**src/hdl/mpf_regs.svh**
```systemverilog
`ifndef MPF_REGS_SVH
`define MPF_REGS_SVH
// register byte offsets on the ahb-lite port
`define MPF_OFS_FRAME_ON   5'h00
`define MPF_OFS_CHECKS     5'h04
`define MPF_OFS_PRIO_GATE  5'h08
`define MPF_OFS_STATUS     5'h0c
`define MPF_OFS_IRQ_STAT   5'h10
`define MPF_OFS_IRQ_MASK   5'h14
// field positions
`define MPF_POS_TX_GATE    16
`define MPF_POS_VALID      16
`define MPF_CHK_WIDTH      5
// check bit order inside each five-bit group
`define MPF_CHK_MCAST      0
`define MPF_CHK_UCAST      1
`define MPF_CHK_SA         2
`define MPF_CHK_ETYPE      3
`define MPF_CHK_OPCODE     4
// interrupt status bits
`define MPF_IRQ_PAUSE_RX   0
`define MPF_IRQ_REJECT     1
`define MPF_IRQ_CTRL_RX    2
`define MPF_IRQ_TX_PAUSE   3
// reset values
`define MPF_RST_FRAME_ON   4'hf
`define MPF_RST_CHECKS     20'hfffff
`define MPF_RST_GATE       9'h1ff
`define MPF_RST_MASK       4'h0
`endif

```
**src/hdl/mpf_pkg.sv**
```systemverilog
package mpf_pkg;
  // received frame class, also the index of its enable bit and check group
  typedef enum logic [1:0] {
    MPF_GCP = 2'b00,
    MPF_PCP = 2'b01,
    MPF_GPP = 2'b10,
    MPF_PPP = 2'b11
  } mpf_class_t;

  // one parsed control frame from the receive datapath
  typedef struct packed {
    logic             strobe;
    mpf_class_t       kind;
    logic [4:0]       match;
    logic [7:0]       prio_vec;
    logic [7:0][15:0] quanta;
  } mpf_rx_frame_t;

  // one transmitted pause frame from the transmit datapath
  typedef struct packed {
    logic strobe;
    logic global_pause;
    logic fcs_good;
  } mpf_tx_done_t;

  // complete state of the block
  typedef struct packed {
    logic [3:0]       frame_on;
    logic [19:0]      checks;
    logic [8:0]       rx_gate;
    logic [8:0]       tx_gate;
    logic [8:0]       req;
    logic [8:0]       valid;
    logic [8:0][15:0] quanta;
    logic [3:0]       irq_stat;
    logic [3:0]       irq_mask;
    logic             stat_pause;
    logic             stat_user_pause;
    logic             dp_pend;
    logic             dp_write;
    logic [4:0]       dp_addr;
    logic [31:0]      rdata;
  } mpf_state_t;
endpackage

```
**src/hdl/mpf_pause_ctrl.sv**
```systemverilog
// Functional notes
// - per-priority receive gate masks quanta delivery to user, not internal frame handling
// - transmit pause frames go out only for priorities whose transmit gate is set
// - global control frames are handled only while their enable bit is set
// - global control frames: each of five address/type/opcode checks applies when enabled
// - priority control frames are handled only while their enable bit is set
// - priority control frames: each of five checks applies only when its bit is set
// - global pause frames are handled only while their enable bit is set
// - global pause frames: each of five checks applies only when its bit is set
// - priority pause frames are handled only while their enable bit is set
// - priority pause frames: each of five checks applies only when its bit is set
// - accepted pause frame sets its request bit, held until the frame is processed
// - valid bit marks fresh quanta that user logic must then act on
// - a standard global pause frame reports on valid bit 8
// - sixteen-bit quanta per priority 0..7, global pause quanta in slot 8
// - one-cycle transmit statistics pulses for good global and priority pause frames
//
// The AHB-Lite interface to the registers and the register offsets were decided locally.
`include "mpf_regs.svh"
`timescale 1ns/1ps
`default_nettype none
module mpf_pause_ctrl
  import mpf_pkg::*;
#(
  parameter int PRIOS = 8
) (
  input  wire logic             i_clk,
  input  wire logic             i_rst_n,
  input  wire logic             i_hsel,
  input  wire logic [31:0]      i_haddr,
  input  wire logic [1:0]       i_htrans,
  input  wire logic             i_hwrite,
  input  wire logic [2:0]       i_hsize,
  input  wire logic [31:0]      i_hwdata,
  input  wire logic             i_hready,
  output logic                  o_hreadyout,
  output logic                  o_hresp,
  output logic [31:0]           o_hrdata,
  input  wire mpf_rx_frame_t    i_rx_frame,
  input  wire logic [8:0]       i_rx_flow_frame_acknowledge,
  output logic [8:0]            o_rx_flow_request,
  output logic [8:0]            o_rx_flow_valid,
  output logic [8:0][15:0]      o_rx_flow_quanta,
  input  wire logic [8:0]       i_tx_flow_frame_request,
  output logic [8:0]            o_tx_flow_frame_send,
  input  wire mpf_tx_done_t     i_tx_done,
  output logic                  o_tx_stat_pause,
  output logic                  o_tx_stat_user_pause,
  output logic                  o_irq
);

  mpf_state_t st_ff;
  mpf_state_t nxt_st;

  logic [4:0]       chk_en;
  logic             class_on;
  logic             frame_ok;
  logic [8:0]       slot_hit;
  logic [8:0][15:0] slot_q;
  logic             addr_phase;

  ////////////////////////////////////////////////////////////////////////////
  // receive frame qualification
  // a disabled check is treated as passed, so a zero check word accepts any frame whose class enable bit is set
  always_comb
  begin
    chk_en   = st_ff.checks[`MPF_CHK_WIDTH*i_rx_frame.kind +: `MPF_CHK_WIDTH];
    class_on = st_ff.frame_on[i_rx_frame.kind];
    frame_ok = i_rx_frame.strobe & class_on & (&(~chk_en | i_rx_frame.match));
  end

  // per-slot delivery: priorities 0..7 from priority pause, slot 8 from global pause
  genvar g;
  generate
    for (g = 0; g <= PRIOS; g = g + 1)
    begin : g_slot
      if (g < PRIOS)
      begin : g_prio
        assign slot_hit[g] = frame_ok & (i_rx_frame.kind == MPF_PPP) & i_rx_frame.prio_vec[g]
                             & st_ff.rx_gate[g];
        assign slot_q[g]   = i_rx_frame.quanta[g];
      end
      else
      begin : g_global
        assign slot_hit[g] = frame_ok & (i_rx_frame.kind == MPF_GPP) & st_ff.rx_gate[g];
        assign slot_q[g]   = i_rx_frame.quanta[0];
      end
    end
  endgenerate

  ////////////////////////////////////////////////////////////////////////////
  // register read mux, fed with the next state so a read right after a write sees it
  function automatic logic [31:0] read_word(input mpf_state_t s, input logic [4:0] a);
    logic [31:0] w;
    w = '0;
    case (a)
      `MPF_OFS_FRAME_ON:  w[3:0] = s.frame_on;
      `MPF_OFS_CHECKS:    w[19:0] = s.checks;
      `MPF_OFS_PRIO_GATE:
      begin
        w[8:0] = s.rx_gate;
        w[`MPF_POS_TX_GATE +: 9] = s.tx_gate;
      end
      `MPF_OFS_STATUS:
      begin
        w[8:0] = s.req;
        w[`MPF_POS_VALID +: 9] = s.valid;
      end
      `MPF_OFS_IRQ_STAT:  w[3:0] = s.irq_stat;
      `MPF_OFS_IRQ_MASK:  w[3:0] = s.irq_mask;
      default:            w = '0;
    endcase
    return w;
  endfunction

  assign addr_phase = i_hsel & i_htrans[1] & i_hready;

  ////////////////////////////////////////////////////////////////////////////
  // next-state logic for the whole block
  always_comb
  begin
    nxt_st                 = st_ff;
    nxt_st.valid           = '0;
    nxt_st.stat_pause      = 1'b0;
    nxt_st.stat_user_pause = 1'b0;

    // ahb data phase write; unmapped offsets are silently dropped
    if (st_ff.dp_pend && st_ff.dp_write)
    begin
      case (st_ff.dp_addr)
        `MPF_OFS_FRAME_ON:  nxt_st.frame_on = i_hwdata[3:0];
        `MPF_OFS_CHECKS:    nxt_st.checks = i_hwdata[19:0];
        `MPF_OFS_PRIO_GATE:
        begin
          nxt_st.rx_gate = i_hwdata[8:0];
          nxt_st.tx_gate = i_hwdata[`MPF_POS_TX_GATE +: 9];
        end
        `MPF_OFS_IRQ_STAT:  nxt_st.irq_stat = st_ff.irq_stat & ~i_hwdata[3:0];
        `MPF_OFS_IRQ_MASK:  nxt_st.irq_mask = i_hwdata[3:0];
        default:            nxt_st.irq_mask = st_ff.irq_mask;
      endcase
    end

    // acknowledge clears first, then a new frame sets, so the set wins
    nxt_st.req = (st_ff.req & ~i_rx_flow_frame_acknowledge) | slot_hit;
    nxt_st.valid = slot_hit;
    for (int i = 0; i <= PRIOS; i++)
    begin
      if (slot_hit[i])
      begin
        nxt_st.quanta[i] = slot_q[i];
      end
    end

    // transmit statistics only count frames that left with a good checksum
    if (i_tx_done.strobe && i_tx_done.fcs_good)
    begin
      nxt_st.stat_pause      = i_tx_done.global_pause;
      nxt_st.stat_user_pause = !i_tx_done.global_pause;
    end

    // sticky events, applied after the write-one-to-clear so a set is never lost
    if (frame_ok && (i_rx_frame.kind == MPF_GPP || i_rx_frame.kind == MPF_PPP))
    begin
      nxt_st.irq_stat[`MPF_IRQ_PAUSE_RX] = 1'b1;
    end
    if (frame_ok && (i_rx_frame.kind == MPF_GCP || i_rx_frame.kind == MPF_PCP))
    begin
      nxt_st.irq_stat[`MPF_IRQ_CTRL_RX] = 1'b1;
    end
    if (i_rx_frame.strobe && !frame_ok)
    begin
      nxt_st.irq_stat[`MPF_IRQ_REJECT] = 1'b1;
    end
    if (i_tx_done.strobe && i_tx_done.fcs_good)
    begin
      nxt_st.irq_stat[`MPF_IRQ_TX_PAUSE] = 1'b1;
    end

    // ahb address phase capture; only whole-word transfers are expected
    nxt_st.dp_pend  = addr_phase;
    // writes outside the register window must not alias onto offset zero
    nxt_st.dp_write = addr_phase & i_hwrite & (i_haddr[31:5] == '0);
    nxt_st.dp_addr  = addr_phase ? {i_haddr[4:2], 2'b00} : st_ff.dp_addr;
    if (addr_phase && !i_hwrite && i_haddr[31:5] == '0)
    begin
      nxt_st.rdata = read_word(nxt_st, {i_haddr[4:2], 2'b00});
    end
    else if (addr_phase)
    begin
      nxt_st.rdata = '0;
    end
  end

  ////////////////////////////////////////////////////////////////////////////
  // state register
  always_ff @(posedge i_clk or negedge i_rst_n)
  begin
    if (!i_rst_n)
    begin
      st_ff          <= '0;
      st_ff.frame_on <= `MPF_RST_FRAME_ON;
      st_ff.checks   <= `MPF_RST_CHECKS;
      st_ff.rx_gate  <= `MPF_RST_GATE;
      st_ff.tx_gate  <= `MPF_RST_GATE;
      st_ff.irq_mask <= `MPF_RST_MASK;
    end
    else
    begin
      st_ff <= nxt_st;
    end
  end

  ////////////////////////////////////////////////////////////////////////////
  // outputs; the transmit gate is combinational so a dropped enable stops at once
  assign o_hreadyout          = 1'b1;
  assign o_hresp              = 1'b0;
  assign o_hrdata             = st_ff.rdata;
  assign o_rx_flow_request    = st_ff.req;
  assign o_rx_flow_valid      = st_ff.valid;
  assign o_rx_flow_quanta     = st_ff.quanta;
  assign o_tx_flow_frame_send = i_tx_flow_frame_request & st_ff.tx_gate;
  assign o_tx_stat_pause      = st_ff.stat_pause;
  assign o_tx_stat_user_pause = st_ff.stat_user_pause;
  assign o_irq                = |(st_ff.irq_stat & st_ff.irq_mask);
endmodule
`default_nettype wire

```
**config.mk**
```make
export PLATFORM = sky130hd
export DESIGN_NAME = mpf_pause_ctrl
export DESIGN_NICKNAME = d
export VERILOG_FILES = /design/src/hdl/mpf_pkg.sv /design/src/hdl/mpf_pause_ctrl.sv
export VERILOG_INCLUDE_DIRS = /design/src /design/src/hdl
export SDC_FILE = /design/constraint.sdc
export NUM_CORES = 1
export LEC_CHECK = 0
export ABC_AREA = 1
export BUFFER_PORTS_ARGS = -buffer_cell sky130_fd_sc_hd__buf_2
export CORE_ASPECT_RATIO = 1.2
export CORE_MARGIN = 2
export CORE_UTILIZATION = 29
export CTS_CLUSTER_DIAMETER = 80
export CTS_CLUSTER_SIZE = 10
export DETAILED_ROUTE_END_ITERATION = 12
export GPL_TIMING_DRIVEN = 0
export PLACE_DENSITY = 0.62
export SLEW_MARGIN = 20
export SYNTH_ARGS = -nofsm -noshare
export SYNTH_HDL_FRONTEND = slang
export SYNTH_SLANG_ARGS = --single-unit
export TNS_END_PERCENT = 1
```
**constraint.sdc**
```tcl
create_clock -name i_clk -period 5.1 [get_ports i_clk]
set_input_delay 0 -clock i_clk [delete_from_list [all_inputs] [get_ports i_clk]]
set_output_delay 0 -clock i_clk [all_outputs]
set_load 0.005 [all_outputs]
```
==> results.md <==
- Total global routing overflow: 0
- Global-route wire length before repair: 59600 microns
- Max Fclk: 384 MHz
- Fin crit share: 0.511
- CTS tree: yes
- Mean area per synthesized cell: 8.56 sq um
- Power density over the cells: 307 nW/um^2
- Synth Flop Type: dfrtp_1
- Netlist cell types: 25
- Clock Skews: 0.0427 ns
- Crit path capture type: register
- Fin. max-slew vios: 0
- RD Place Congestion: 0.876
- Max H-tree Level: 1
- Status: completed
- Worst Reg2Reg Path Length in Cells: 12
- Crit start category: primary input
- Initial Util: 0.293
- Ys Warns: 0
- Final Critical Period: 2.61 ns
- Skew-Pair Late Insertion Delay: 0.58 ns
- # IOs: 447
- DRT iter0 DRCs: 430
- WL/cell: 15.0 microns
- Final instance area: 17200 sq um
- Critical path class: in2reg
- DRC Markers: 0
- Largest area contributor in the netlist: dfrtp_1
- Synth cell count leaders: nand2_1 (586), dfrtp_1 (202), buf_4 (196)
- Via count: 10866
- CTS Sinks: 244
- Final setup TNS: 0 ns
- ANT nets after route: 0
- Core area: 39600 sq um
- Yosys reg bits: 244
- Clock Tree Buf Depth: 3
- Die width: 187 microns
- Layout area overhead: 48.2%
- Number of port buffers: 423
- Vias in the first global route: 11274
- Largest net degree at the start of global routing: 96
- Die H: 223 microns
- Lkg Pwr: 10.1 nW
- Layout cells sized above 1: 0.365
- Relative slew slack: 0.329
- Placed cell areas: 14500 sq um
- Vias per inst: 4.24
- Critical Path RT: 5.61 ns
- Synth area leaders: dfrtp_1 (43%), nand2_1 (19%), buf_4 (13%)
- TritonCTS Buffers: 28
- Maxcap violations: 0
- Hold Path Depth: 5
- Part of the Yosys area used for sequential elements: 0.530
- Worst-Margin Slew: 1.00 ns
- Clock root buffer: clkbuf_16
- Critical path peak fanout: 7
- FFs w/ async S/R, synth: 1.00
- EDFF count, synth: 0
- Cell Area, Synth: 11600 sq um
- # fillers: 3906
- Nets: 2253
- Clock transition at the registers of the reported paths: 0.06 ns
- RSZ-0062 raised after global routing: no
- Full die area: 41700 sq um
- Post-CTS Setup Inserts: 0
- Peak VDD IR: 0.000228 V
- Synth Instances: 1358
- Post-DP HPWL: 27300 microns
- Rows: 80
- Final setup viols: 0
- Hold Violations, Final: 0
- Final wirelength: 38400 microns
- Most frequent cell after synthesis: nand2_1
- Synth top area share: 0.435
- GRT Util Overall: 0.180
- Initial antenna violation count: 5
- DR pass1 iterations: 5
- CP arrival: 3.11 ns
- Tightest Hold Check Type: in2reg
## sequential cells by signal, indices dropped and copies added (netlist names)
register              flops
o_rx_flow_quanta        144
o_tx_stat_pause           1
o_rx_flow_valid           9
o_hrdata                 25
o_rx_flow_request         9
st_ff                    55
o_tx_stat_user_pause      1
## logic make-up (layout without fill, tap and decap cells)
| group | count (synthesis) | count (layout) | share of synthesized area |
|---|---|---|---|
| compound gates | 110 | 110 | 0.0555 |
| buf+inv | 329 | 990 | 0.176 |
| flops | 244 | 244 | 0.530 |
| mux | 10 | 10 | 0.00969 |
| other cells | 2 | 11 | 0.000646 |
| simple gates | 663 | 663 | 0.228 |
## final timing paths
| kind | start | endpoint | slack, ns |
|---|---|---|---|
| worst max-delay path | i_haddr[31] | o_hrdata[17] | 2.49 |
| worst min-delay path | i_rx_frame[135] | o_rx_flow_request[7] | 0.0009 |
| worst max register to register | st_ff[249] | o_rx_flow_quanta[66] | 2.57 |
| worst min register to register | o_rx_flow_quanta[109] | o_rx_flow_quanta[109] | 0.48 |
| max in group asynchronous | i_rst_n | o_rx_flow_quanta[30] | 3.81 |
| min in group asynchronous | i_rst_n | o_rx_flow_request[0] | 0.51 |
## power breakdown
group	internal [mW]	leakage [nW]	switching (mW)
Sequential	2.18	3.12	0.135
Combinational	0.707	6.58	0.490
Clock	1.00	0.366	0.790
Total	3.88	10.1	1.41
## layout by cell type, fill, tap and decap left out, types with 10 or more instances in the layout
master,synthesis,routed
a22o_1,10,10
buf_2,1,423
buf_4,196,196
buf_6,10,10
clkbuf_1,26,38
clkbuf_16,0,28
dfrtp_1,202,202
dfstp_2,42,42
dlygate4sd3_1,0,193
inv_1,85,85
inv_2,10,10
mux2_2,10,10
nand2_1,586,586
nand3_1,20,20
nor2_1,40,40
o21ai_0,76,76
## metrics by stage
step                utilization  power [mW]  cells  hold slack, ns  setup slack [ns]
global route              0.435        5.57   2560          0.0401              2.33
floorplan                     -        2.91   1365          -0.296              3.35
global placement          0.364        3.37   2321           0.167            -0.433
detailed placement        0.366        3.40   2323        -0.00786              2.73
CTS                       0.435        5.36   2559         0.00338              2.52
finish                    0.435        5.30   2561        0.000932              2.49
## area by class of cell
class / instances / area (sq um) / share of cell area
clock buffers: 40 / 746 / 0.0433
multi-input cells: 792 / 3450 / 0.200
diodes: 2 / 5.00 / 0.000290
plain buffers: 233 / 1690 / 0.0979
well taps: 533 / 667 / 0.0387
repair buffers: 619 / 4130 / 0.240
flip-flops and latches: 244 / 6160 / 0.357
clock inverters: 2 / 23.8 / 0.00138
inverters: 96 / 360 / 0.0209
## what timing repair did
| action | in CTS | in global routing |
|---|---|---|
| hold buffers | 194 | 0 |
| endpoints found under the hold margin | 448 | 0 |
| setup endpoints to repair | 0 | 0 |
| resized for setup | 0 | 0 |
## routing by layer
| metal | GRT usage | routed length, microns | vias up |
|---|---|---|---|
| met5 | 0 | 40 | - |
| met4 | 0.0768 | 1540 | 6 |
| met3 | 0.0277 | 1830 | 99 |
| met2 | 0.327 | 19600 | 362 |
| met1 | 0.209 | 15400 | 5093 |
| li1 | - | - | 5306 |
## critical path, stage by stage
cell and delay, ns:
dlygate4sd3_1 0.54, buf_2 0.12, nor3_1 0.11, dlygate4sd3_1 0.58, nand2_1 0.06, nor2_1 0.14
nand3_1 0.12, nor3_2 0.36, dlygate4sd3_1 0.85, o21ai_0 0.15, nand2_1 0.08
Note: power is estimated with default switching activity, not from simulation.
